**config.mk**
```make
export PLATFORM = sky130hd
export DESIGN_NAME = ftcc_top
export DESIGN_NICKNAME = d
export VERILOG_FILES = /design/src/common/ftcc_pkg.sv /design/src/ftcc_top.sv /design/src/ftcc_prescaler.sv /design/src/ftcc_channel.sv
export VERILOG_INCLUDE_DIRS = /design/src /design/src/common
export SDC_FILE = /design/constraint.sdc
export NUM_CORES = 1
export LEC_CHECK = 0
export BUFFER_PORTS_ARGS = -buffer_cell sky130_fd_sc_hd__buf_4
export CAP_MARGIN = 0
export CORE_UTILIZATION = 25
export CTS_CLUSTER_SIZE = 20
export DETAILED_ROUTE_END_ITERATION = 8
export GPL_TIMING_DRIVEN = 0
export REMOVE_ABC_BUFFERS = 1
export SYNTH_ARGS = -nofsm -noshare
export SYNTH_HDL_FRONTEND = slang
export SYNTH_SLANG_ARGS = --single-unit
```
**constraint.sdc**
```tcl
create_clock -name mclk -period 3.4 [get_ports mclk]
set_clock_uncertainty 0.05 [all_clocks]
set_input_delay 1.02 -clock mclk [delete_from_list [all_inputs] [get_ports mclk]]
set_output_delay 1.02 -clock mclk [all_outputs]
set_load 0.1 [all_outputs]
```
**src/common/ftcc_regs.svh**
```systemverilog
`ifndef FTCC_REGS_SVH
`define FTCC_REGS_SVH

// ****************************************************************
// Register byte offsets on the register bus (low address byte).
// ****************************************************************
`define FTCC_OFF_GEN_CTRL 8'h2C
`define FTCC_OFF_TIMER_CTRL 8'h30
`define FTCC_OFF_COUNTER 8'h34
`define FTCC_OFF_CMP_A 8'h38
`define FTCC_OFF_CMP_B 8'h3C
`define FTCC_OFF_TOP 8'h40
`define FTCC_OFF_FLAGS 8'h44
`define FTCC_OFF_CLK_PORT 8'h48

// ****************************************************************
// Field positions.
// ****************************************************************
`define FTCC_GC_PWM_B 6
`define FTCC_GC_MODE_B_HI 5
`define FTCC_GC_MODE_B_LO 4
`define FTCC_GC_FORCE_B 3
`define FTCC_GC_FORCE_A 2
`define FTCC_GC_PRE_RST 1
`define FTCC_TC_CLEAR_TOP 7
`define FTCC_TC_PWM_A 6
`define FTCC_TC_MODE_A_HI 5
`define FTCC_TC_MODE_A_LO 4
`define FTCC_TC_CS_HI 3
`define FTCC_TC_CS_LO 0
`define FTCC_FL_MATCH_A 6
`define FTCC_FL_MATCH_B 5
`define FTCC_FL_OVERFLOW 2
`define FTCC_CP_FAST_SEL 2
`define FTCC_CP_DIR_B 1
`define FTCC_CP_DIR_A 0

// ****************************************************************
// Reset values, widths and timing counts.
// ****************************************************************
`define FTCC_RESET_BYTE 8'h00
`define FTCC_CNT_MAX 8'hFF
`define FTCC_HSIZE_WORD 3'b010
`define FTCC_PRE_BITS 14
`define FTCC_CS_CODES 15
// Counter write latency in tenths of a CPU cycle, as specified.
`define FTCC_WR_SYNC_X10 15
`define FTCC_WR_ASYNC_X10 10
// Least time rounds up, longest time rounds down.
`define FTCC_WR_SYNC_CYC 2'((`FTCC_WR_SYNC_X10 + 9) / 10)
`define FTCC_WR_ASYNC_CYC 2'(`FTCC_WR_ASYNC_X10 / 10)

`endif

```
**src/common/ftcc_pkg.sv**
```systemverilog
package ftcc_pkg;
  `include "ftcc_regs.svh"

  // Normal-mode pin action on a match.
  typedef enum logic [1:0] {
    FTCC_OM_OFF = 2'b00,
    FTCC_OM_TOGGLE = 2'b01,
    FTCC_OM_CLEAR = 2'b10,
    FTCC_OM_SET = 2'b11
  } ftcc_out_mode_t;

  // Per-channel configuration.
  typedef struct packed {
    logic pwm_en;
    ftcc_out_mode_t mode;
    logic dir_out;
  } ftcc_chan_cfg_t;

  // Per-channel events, each a one-cycle pulse.
  typedef struct packed {
    logic match;
    logic force_hit;
    logic top_hit;
  } ftcc_chan_evt_t;

  typedef struct packed {
    logic pin;
  } ftcc_chan_state_t;

  typedef struct packed {
    logic [`FTCC_PRE_BITS-1:0] div;
  } ftcc_pre_state_t;

  // Whole state of the top block.
  typedef struct packed {
    logic a_valid;
    logic a_write;
    logic [7:0] a_addr;
    logic [31:0] rdata;
    logic clear_on_top_match;
    logic pwm_a_enable;
    ftcc_out_mode_t mode_a;
    logic [3:0] clock_select_field;
    logic pwm_b_enable;
    ftcc_out_mode_t mode_b;
    logic [7:0] counter_value;
    logic [7:0] compare_a_value;
    logic [7:0] compare_b_value;
    logic [7:0] top_compare_value;
    logic match_a_flag;
    logic match_b_flag;
    logic overflow_flag;
    logic fast_clock_select;
    logic dir_a;
    logic dir_b;
    logic force_match_a;
    logic force_match_b;
    logic prescaler_reset;
    logic [1:0] wr_wait;
    logic [7:0] wr_data;
    logic counted;
    logic ev_a;
    logic ev_b;
    logic ev_ovf;
    logic fck_s1;
    logic fck_s2;
    logic fck_s3;
    logic fck_lvl;
  } ftcc_state_t;
endpackage

```
**src/ftcc_top.sv**
```systemverilog
`timescale 1ns/10ps
`include "ftcc_regs.svh"

module ftcc_top (
  // Clock and reset
  input wire logic mclk,
  input wire logic rstn,
  // Register bus
  input wire logic hsel,
  input wire logic [31:0] haddr,
  input wire logic [1:0] htrans,
  input wire logic hwrite,
  input wire logic [2:0] hsize,
  input wire logic [31:0] hwdata,
  input wire logic hready,
  output logic hreadyout,
  output logic hresp,
  output logic [31:0] hrdata,
  // Fast peripheral clock, sampled as a plain input
  input wire logic fast_peripheral_clock,
  // Compare output pins
  output logic match_a_pin,
  output logic match_a_pin_oe,
  output logic match_b_pin,
  output logic match_b_pin_oe
);
  ftcc_pkg::ftcc_state_t q;
  ftcc_pkg::ftcc_state_t d;

  // ****************************************************************
  // Register read mux
  // ****************************************************************

  // Unmapped offsets and write-only or self-clearing bits read as zero.
  function automatic logic [7:0] rd_mux(input ftcc_pkg::ftcc_state_t s,
                                        input logic [7:0] a);
    logic [7:0] r;
    r = `FTCC_RESET_BYTE;
    unique case (a)
      `FTCC_OFF_GEN_CTRL: begin
        r[`FTCC_GC_PWM_B] = s.pwm_b_enable;
        r[`FTCC_GC_MODE_B_HI:`FTCC_GC_MODE_B_LO] = s.mode_b;
      end
      `FTCC_OFF_TIMER_CTRL: begin
        r[`FTCC_TC_CLEAR_TOP] = s.clear_on_top_match;
        r[`FTCC_TC_PWM_A] = s.pwm_a_enable;
        r[`FTCC_TC_MODE_A_HI:`FTCC_TC_MODE_A_LO] = s.mode_a;
        r[`FTCC_TC_CS_HI:`FTCC_TC_CS_LO] = s.clock_select_field;
      end
      `FTCC_OFF_COUNTER: r = s.counter_value;
      `FTCC_OFF_CMP_A: r = s.compare_a_value;
      `FTCC_OFF_CMP_B: r = s.compare_b_value;
      `FTCC_OFF_TOP: r = s.top_compare_value;
      `FTCC_OFF_FLAGS: begin
        r[`FTCC_FL_MATCH_A] = s.match_a_flag;
        r[`FTCC_FL_MATCH_B] = s.match_b_flag;
        r[`FTCC_FL_OVERFLOW] = s.overflow_flag;
      end
      `FTCC_OFF_CLK_PORT: begin
        r[`FTCC_CP_FAST_SEL] = s.fast_clock_select;
        r[`FTCC_CP_DIR_B] = s.dir_b;
        r[`FTCC_CP_DIR_A] = s.dir_a;
      end
      default: r = `FTCC_RESET_BYTE;
    endcase
    return r;
  endfunction

  // ****************************************************************
  // Counter events
  // ****************************************************************

  logic pwm_any;
  logic fast_rise;
  logic src_tick;
  logic count_tick;
  logic top_hit;
  logic top_clear;
  logic hit_a;
  logic hit_b;
  logic wrap;
  logic wr_data_phase;

  assign pwm_any = q.pwm_a_enable | q.pwm_b_enable;

  // A fast-clock rising edge counts only once stages two and three agree.
  assign fast_rise = (q.fck_s2 == q.fck_s3) && q.fck_s3 && !q.fck_lvl;

  assign src_tick = q.fast_clock_select ? fast_rise : 1'b1;

  assign top_hit = q.counted && (q.counter_value == q.top_compare_value);
  assign hit_a = q.counted && (q.counter_value == q.compare_a_value);
  assign hit_b = q.counted && (q.counter_value == q.compare_b_value);

  assign top_clear = top_hit && (q.clear_on_top_match || pwm_any);

  assign wrap = count_tick && (q.counter_value == `FTCC_CNT_MAX) && !pwm_any;

  assign wr_data_phase = q.a_valid && q.a_write;

  // ****************************************************************
  // Prescaler and compare channels
  // ****************************************************************

  ftcc_prescaler u_prescaler (
    .mclk(mclk),
    .rstn(rstn),
    .src_tick(src_tick),
    .pre_clear(q.prescaler_reset),
    .clock_select_field(q.clock_select_field),
    .count_tick(count_tick)
  );

  ftcc_pkg::ftcc_chan_cfg_t ch_cfg [2];
  ftcc_pkg::ftcc_chan_evt_t ch_evt [2];
  logic [1:0] ch_pin;
  logic [1:0] ch_oe;

  // Index 0 is channel A, index 1 is channel B.
  assign ch_cfg[0] = '{pwm_en: q.pwm_a_enable, mode: q.mode_a, dir_out: q.dir_a};
  assign ch_cfg[1] = '{pwm_en: q.pwm_b_enable, mode: q.mode_b, dir_out: q.dir_b};
  assign ch_evt[0] = '{match: hit_a, force_hit: q.force_match_a, top_hit: top_hit};
  assign ch_evt[1] = '{match: hit_b, force_hit: q.force_match_b, top_hit: top_hit};

  genvar gc;
  generate
    for (gc = 0; gc < 2; gc = gc + 1) begin : g_chan
      ftcc_channel u_channel (
        .mclk(mclk),
        .rstn(rstn),
        .cfg(ch_cfg[gc]),
        .evt(ch_evt[gc]),
        .pin(ch_pin[gc]),
        .pin_oe(ch_oe[gc])
      );
    end
  endgenerate

  assign match_a_pin = ch_pin[0];
  assign match_a_pin_oe = ch_oe[0];
  assign match_b_pin = ch_pin[1];
  assign match_b_pin_oe = ch_oe[1];

  // ****************************************************************
  // Next state
  // ****************************************************************

  always_comb begin
    d = q;
    d.force_match_a = 1'b0;
    d.force_match_b = 1'b0;
    d.prescaler_reset = 1'b0;
    d.counted = 1'b0;

    // Three-stage sampler; stage one feeds stage two and nothing else.
    d.fck_s1 = fast_peripheral_clock;
    d.fck_s2 = q.fck_s1;
    d.fck_s3 = q.fck_s2;
    if (q.fck_s2 == q.fck_s3) begin
      d.fck_lvl = q.fck_s3;
    end

    // Address phase; the slave never stalls, so every request is taken.
    d.a_valid = hsel && htrans[1] && hready;
    d.a_write = hwrite && (hsize == `FTCC_HSIZE_WORD);
    d.a_addr = haddr[7:0];
    if (hsel && htrans[1] && hready && !hwrite) begin
      d.rdata = {24'h000000, rd_mux(q, haddr[7:0])};
    end

    if (q.wr_wait != 2'h0) begin
      d.wr_wait = q.wr_wait - 2'h1;
    end

    // counter update; a pending write wins over clear and count.
    if (q.wr_wait == 2'h1) begin
      d.counter_value = q.wr_data;
    end else if (top_clear) begin
      d.counter_value = 8'h00;
    end else if (count_tick) begin
      d.counter_value = q.counter_value + 8'h01;
      d.counted = 1'b1;
    end

    d.ev_a = hit_a;
    d.ev_b = hit_b;
    d.ev_ovf = wrap || (pwm_any && top_hit);

    // Register writes in the data phase.
    if (wr_data_phase) begin
      unique case (q.a_addr)
        `FTCC_OFF_GEN_CTRL: begin
          d.pwm_b_enable = hwdata[`FTCC_GC_PWM_B];
          d.mode_b = ftcc_pkg::ftcc_out_mode_t'(
                     hwdata[`FTCC_GC_MODE_B_HI:`FTCC_GC_MODE_B_LO]);
          d.force_match_b = hwdata[`FTCC_GC_FORCE_B] && !hwdata[`FTCC_GC_PWM_B];
          d.force_match_a = hwdata[`FTCC_GC_FORCE_A] && !q.pwm_a_enable;
          d.prescaler_reset = hwdata[`FTCC_GC_PRE_RST];
        end
        `FTCC_OFF_TIMER_CTRL: begin
          d.clear_on_top_match = hwdata[`FTCC_TC_CLEAR_TOP];
          d.pwm_a_enable = hwdata[`FTCC_TC_PWM_A];
          d.mode_a = ftcc_pkg::ftcc_out_mode_t'(
                     hwdata[`FTCC_TC_MODE_A_HI:`FTCC_TC_MODE_A_LO]);
          d.clock_select_field = hwdata[`FTCC_TC_CS_HI:`FTCC_TC_CS_LO];
        end
        `FTCC_OFF_COUNTER: begin
          d.wr_data = hwdata[7:0];
          d.wr_wait = q.fast_clock_select ? `FTCC_WR_ASYNC_CYC : `FTCC_WR_SYNC_CYC;
        end
        `FTCC_OFF_CMP_A: d.compare_a_value = hwdata[7:0];
        `FTCC_OFF_CMP_B: d.compare_b_value = hwdata[7:0];
        `FTCC_OFF_TOP: d.top_compare_value = hwdata[7:0];
        `FTCC_OFF_FLAGS: begin
          if (hwdata[`FTCC_FL_MATCH_A]) begin
            d.match_a_flag = 1'b0;
          end
          if (hwdata[`FTCC_FL_MATCH_B]) begin
            d.match_b_flag = 1'b0;
          end
          if (hwdata[`FTCC_FL_OVERFLOW]) begin
            d.overflow_flag = 1'b0;
          end
        end
        `FTCC_OFF_CLK_PORT: begin
          d.fast_clock_select = hwdata[`FTCC_CP_FAST_SEL];
          d.dir_b = hwdata[`FTCC_CP_DIR_B];
          d.dir_a = hwdata[`FTCC_CP_DIR_A];
        end
        default: d.a_valid = q.a_valid && d.a_valid;
      endcase
    end

    if (q.ev_a) begin
      d.match_a_flag = 1'b1;
    end
    if (q.ev_b) begin
      d.match_b_flag = 1'b1;
    end
    if (q.ev_ovf) begin
      d.overflow_flag = 1'b1;
    end
  end

  // Reset clears every control register and the counter.
  always_ff @(posedge mclk or negedge rstn) begin
    if (!rstn) begin
      q <= '0;
    end else begin
      q <= d;
    end
  end

  // ****************************************************************
  // Bus answer
  // ****************************************************************

  // Zero wait states and an OKAY response keep the slave simple.
  assign hreadyout = 1'b1;
  assign hresp = 1'b0;
  assign hrdata = q.rdata;
endmodule

```
**src/ftcc_prescaler.sv**
```systemverilog
`timescale 1ns/10ps
`include "ftcc_regs.svh"

// Free-running divider of the selected source with a tap per clock select code.
module ftcc_prescaler (
  // Clock and reset
  input wire logic mclk,
  input wire logic rstn,
  // Control
  input wire logic src_tick,
  input wire logic pre_clear,
  input wire logic [3:0] clock_select_field,
  // Counter enable
  output logic count_tick
);
  ftcc_pkg::ftcc_pre_state_t q;
  ftcc_pkg::ftcc_pre_state_t d;
  logic [`FTCC_CS_CODES-1:0] tap;

  // Code n fires on every 2^(n-1)-th source tick.
  genvar gi;
  generate
    for (gi = 0; gi < `FTCC_CS_CODES; gi = gi + 1) begin : g_tap
      if (gi == 0) begin : g_first
        assign tap[gi] = 1'b1;
      end else begin : g_rest
        assign tap[gi] = &q.div[gi-1:0];
      end
    end
  endgenerate

  assign count_tick = (clock_select_field != 4'h0) && src_tick &&
                      tap[4'(clock_select_field - 4'h1)];

  // The divider only moves on source ticks; a reset restarts the phase.
  always_comb begin
    d = q;
    if (pre_clear) begin
      d.div = '0;
    end else if (src_tick) begin
      d.div = q.div + `FTCC_PRE_BITS'(1);
    end
  end

  always_ff @(posedge mclk or negedge rstn) begin
    if (!rstn) begin
      q <= '0;
    end else begin
      q <= d;
    end
  end
endmodule

```
**src/ftcc_channel.sv**
```systemverilog
`timescale 1ns/10ps

// One compare output pin with its match action.
module ftcc_channel (
  // Clock and reset
  input wire logic mclk,
  input wire logic rstn,
  // Configuration and events
  input wire ftcc_pkg::ftcc_chan_cfg_t cfg,
  input wire ftcc_pkg::ftcc_chan_evt_t evt,
  // Pin
  output logic pin,
  output logic pin_oe
);
  ftcc_pkg::ftcc_chan_state_t q;
  ftcc_pkg::ftcc_chan_state_t d;
  logic hit;

  assign hit = evt.match | evt.force_hit;

  always_comb begin
    d = q;
    if (cfg.pwm_en) begin
      // Simple PWM: high from the top restart, low after the channel match.
      if (evt.top_hit) begin
        d.pin = 1'b1;
      end else if (evt.match) begin
        d.pin = 1'b0;
      end
    end else if (hit) begin
      unique case (cfg.mode)
        ftcc_pkg::FTCC_OM_OFF: d.pin = q.pin;
        ftcc_pkg::FTCC_OM_TOGGLE: d.pin = ~q.pin;
        ftcc_pkg::FTCC_OM_CLEAR: d.pin = 1'b0;
        ftcc_pkg::FTCC_OM_SET: d.pin = 1'b1;
      endcase
    end
  end

  always_ff @(posedge mclk or negedge rstn) begin
    if (!rstn) begin
      q <= '0;
    end else begin
      q <= d;
    end
  end

  assign pin = q.pin;
  assign pin_oe = cfg.dir_out && (cfg.mode != ftcc_pkg::FTCC_OM_OFF);
endmodule

```
==> reports/summary.json <==
{
  "vias": {"value": 3932},
  "detail_route.drc_violations": {"value": 0},
  "post_synthesis_register_bit_count": {"value": 104},
  "synth_sequential_area_ratio": {"value": 46.64, "unit": "%"},
  "syn2layout_area_growth": {"value": 11.55, "unit": "%"},
  "p_int": {"value": 2131, "unit": "uW"},
  "power.sequential.fraction": {"value": 46.6, "unit": "%"},
  "worst_pin_slew": {"value": 1.025, "unit": "ns"},
  "fin_crit_sh": {"value": 90.60, "unit": "%"},
  "detail_route.vias_per_cell": {"value": 4.732},
  "diodes": {"value": 0},
  "p_leak": {"value": 0.002767, "unit": "uW"},
  "yosysTopAreaCellShare": {"value": 46.64, "unit": "%"},
  "port_buffers": {"value": 37},
  "swShare": {"value": 31.46, "unit": "%"},
  "cts_setup_buffers": {"value": 0},
  "unrepaired_setup_endpoints_after_global_routing": {"value": "false"},
  "fmax": {"value": 324.6, "unit": "MHz"},
  "syn_area_cell": {"value": 10.55, "unit": "um2"},
  "share_clk_of_total_power": {"value": 34.8, "unit": "%"},
  "synthMostInstantiatedCell": {"value": "sky130_fd_sc_hd__dfrtp_1"},
  "max_transition_margin": {"value": 31.43, "unit": "%"},
  "comb_power_share": {"value": 18.6, "unit": "%"},
  "grt_remaining_overflow": {"value": 0},
  "source_of_the_worst_register_to_register_timing_path": {"value": "q[62]"},
  "final.hold.worst_slack": {"value": 0.3043, "unit": "ns"},
  "worst_r2r_endpoint": {"value": "q[4]"},
  "report.power.total": {"value": 3109, "unit": "uW"},
  "worstRegToRegCells": {"value": 8},
  "total_track_usage": {"value": 12.16, "unit": "%"},
  "totalNegativeSetupSlack": {"value": 0, "unit": "ns"},
  "clk_path_buf_depth": {"value": 2},
  "final_core_utilization": {"value": 28.52, "unit": "%"},
  "numClockSinks": {"value": 104},
  "final_max_slew_viol_count": {"value": 0},
  "fp.dieH": {"value": 151.4, "unit": "um"},
  "cts_root_buffer": {"value": "sky130_fd_sc_hd__clkbuf_16"},
  "grt_first_pass_wirelength": {"value": 20.96, "unit": "mm"},
  "detail-route-antenna-nets": {"value": 0},
  "ys_warn_count": {"value": 0},
  "drt_first_pass_iters": {"value": 5},
  "core-area": {"value": 21820, "unit": "um2"},
  "final-setup-viol-count": {"value": 0},
  "ctsHtreeMaxLevel": {"value": 3},
  "startpoint_of_the_worst_hold_path": {"value": "d[2]"},
  "post_synth_inst_count": {"value": 529},
  "synth-edff-count": {"value": 0},
  "cts_made_buffers": {"value": 9},
  "grt_pass1_vias": {"value": 3804},
  "synth.cells.most_frequent": {"value": "104 x sky130_fd_sc_hd__dfrtp_1, 53 x sky130_fd_sc_hd__nand2_1, 45 x sky130_fd_sc_hd__mux2_2"},
  "worst_hold_path.endpoint": {"value": "d[1]"},
  "synth_top_cells_by_area": {"value": "sky130_fd_sc_hd__dfrtp_1 47%, sky130_fd_sc_hd__mux2_2 9.1%, sky130_fd_sc_hd__xnor2_1 5.0%, sky130_fd_sc_hd__buf_4 4.8%, sky130_fd_sc_hd__nand2_1 3.6%"},
  "dieArea": {"value": 22920, "unit": "um2"},
  "power_density": {"value": 499.4, "unit": "nW/um2"},
  "yosys_most_used_dff": {"value": "sky130_fd_sc_hd__dfrtp_1"},
  "initialDrtViolationCount": {"value": 352},
  "critical_path_peak_fanout": {"value": 10},
  "vdd.ir_drop.worst": {"value": 274.8, "unit": "uV"},
  "nNetsFinal": {"value": 628},
  "startpoint_to_endpoint_class_of_the_critical_path": {"value": "reg2reg"},
  "grt_start_max_net_pins": {"value": 105},
  "routed_wirelength": {"value": 13.02, "unit": "mm"},
  "die_x": {"value": 151.4, "unit": "um"},
  "rows": {"value": 54},
  "floorplan.initialDensity": {"value": 25.57, "unit": "%"},
  "hold_path_depth": {"value": 0},
  "cts-resized-gates": {"value": 0},
  "ys_async_sr_fraction": {"value": 100.0, "unit": "%"},
  "num_io_pins": {"value": 113},
  "end_kind": {"value": "flop"},
  "setup.worst_path.start_class": {"value": "flop"},
  "placedCellCount": {"value": 814},
  "status": {"value": "completed"},
  "report.final.hold_viol_count": {"value": 0},
  "p_sw": {"value": 977.9, "unit": "uW"},
  "cts_tree": {"value": "done"},
  "synth_top_cell_by_area": {"value": "sky130_fd_sc_hd__dfrtp_1"},
  "synthDistinctLibCells": {"value": 63},
  "worstPathRequired": {"value": 3.59, "unit": "ns"},
  "clkTransAtPathRegs": {"value": 0.07, "unit": "ns"},
  "maxCapViolations": {"value": 0},
  "period_minus_slack": {"value": 3.080, "unit": "ns"},
  "drive_gt1_share": {"value": 20.33, "unit": "%"},
  "antenna_found_initial": {"value": 0},
  "netlist_area": {"value": 5580, "unit": "um2"},
  "worst_hold_path_type": {"value": "reg2reg"},
  "place_hpwl": {"value": 9.237, "unit": "mm"},
  "worst_skew_pair.late_latency": {"value": 0.36, "unit": "ns"},
  "routedWlPerCell": {"value": 15.67, "unit": "um"},
  "finalWeightedCongestion": {"value": 0.8675},
  "cts_hold_buf": {"value": 0},
  "fin_cells": {"value": 831},
  "critPathArrivalTime": {"value": 3.28, "unit": "ns"},
  "setup.reg_to_reg.worst_slack": {"value": 0.32, "unit": "ns"}
}
## logic make-up after synthesis
group,share of synthesized area [%]
compound gates,11.57
buf+inv,8.453
flops,46.64
simple gates,15.67
mux,10.16
fa+ha+maj,1.569
xor+xnor,5.807
other cells,0.1346
## power by group through the flow
stage	clock [uW]	combinational [uW]	sequential [uW]
floorplan	0	411	1470
global placement	0	572	1470
detailed placement	0	574	1470
CTS	1110	577	1450
global route	1160	639	1460
finish	1080	579	1450
## stage by stage
stage / cell area (um2) / setup WS (ns)
2_1_floorplan: 5240 / 0.5472
3_3_place_gp: 5868 / -0.5139
3_5_place_dp: 5887 / 0.1522
4_1_cts: 6193 / 0.3257
5_1_grt: 6225 / 0.1632
6_report: 6225 / 0.3195
## critical path, cell delays in order (launching register included)
cell	delay [ns]
sky130_fd_sc_hd__dfrtp_1	0.45
sky130_fd_sc_hd__inv_1	0.17
sky130_fd_sc_hd__ha_1	0.46
sky130_fd_sc_hd__or2b_2	0.34
sky130_fd_sc_hd__mux2i_1	0.13
sky130_fd_sc_hd__o311a_1	0.37
sky130_fd_sc_hd__a211oi_4	0.49
sky130_fd_sc_hd__nand2_2	0.15
sky130_fd_sc_hd__o41ai_2	0.37
## final cells by class
| cell class | count | area (um2) |
|---|---|---|
| well taps | 280 | 350.3 |
| clock buffers | 11 | 242.7 |
| multi-input cells | 381 | 2608 |
| inverters | 11 | 41.29 |
| repair buffers | 39 | 316.6 |
| fillers | 2289 | 15600 |
| clock inverters | 5 | 63.81 |
| flip-flops and latches | 104 | 2603 |
## layout by cell type, fill, tap and decap left out, types with 17 or more instances in the layout
master and instances:
sky130_fd_sc_hd__a21oi_1 17, sky130_fd_sc_hd__conb_1 26, sky130_fd_sc_hd__o21ai_0 23, sky130_fd_sc_hd__buf_4 37, sky130_fd_sc_hd__nand2_1 53, sky130_fd_sc_hd__dfrtp_1 104
sky130_fd_sc_hd__mux2_2 45, sky130_fd_sc_hd__xnor2_1 32, sky130_fd_sc_hd__nor2_1 29, sky130_fd_sc_hd__nand3_1 18
## worst max-delay path by stage
stage / startpoint / to / cells past startpoint
final: q[62] / q[4] / 8
after global routing: q[62] / q[4] / 8
after CTS: q[62] / q[4] / 8
after detailed placement: haddr[2] / hrdata[3] / 7
after global placement: haddr[6] / hrdata[0] / 6
after floorplan: haddr[5] / hrdata[0] / 5
## sequential cells by signal, indices dropped and copies added (netlist names)
signal,count
u_prescaler.q,14
q,68
hrdata,8
d,2
g_chan.u_channel.pin,2
ch_cfg,8
ch_evt,2
## metal layers
metal	part of all wire, %	GRT usage (%)	vias to the layer above
met5	0	0	-
met1	47	16.44	1962
met4	2.1	4.400	0
li1	-	-	1858
met3	4.7	2.620	17
met2	46	19.00	95
(Power assumes the default switching activity.)
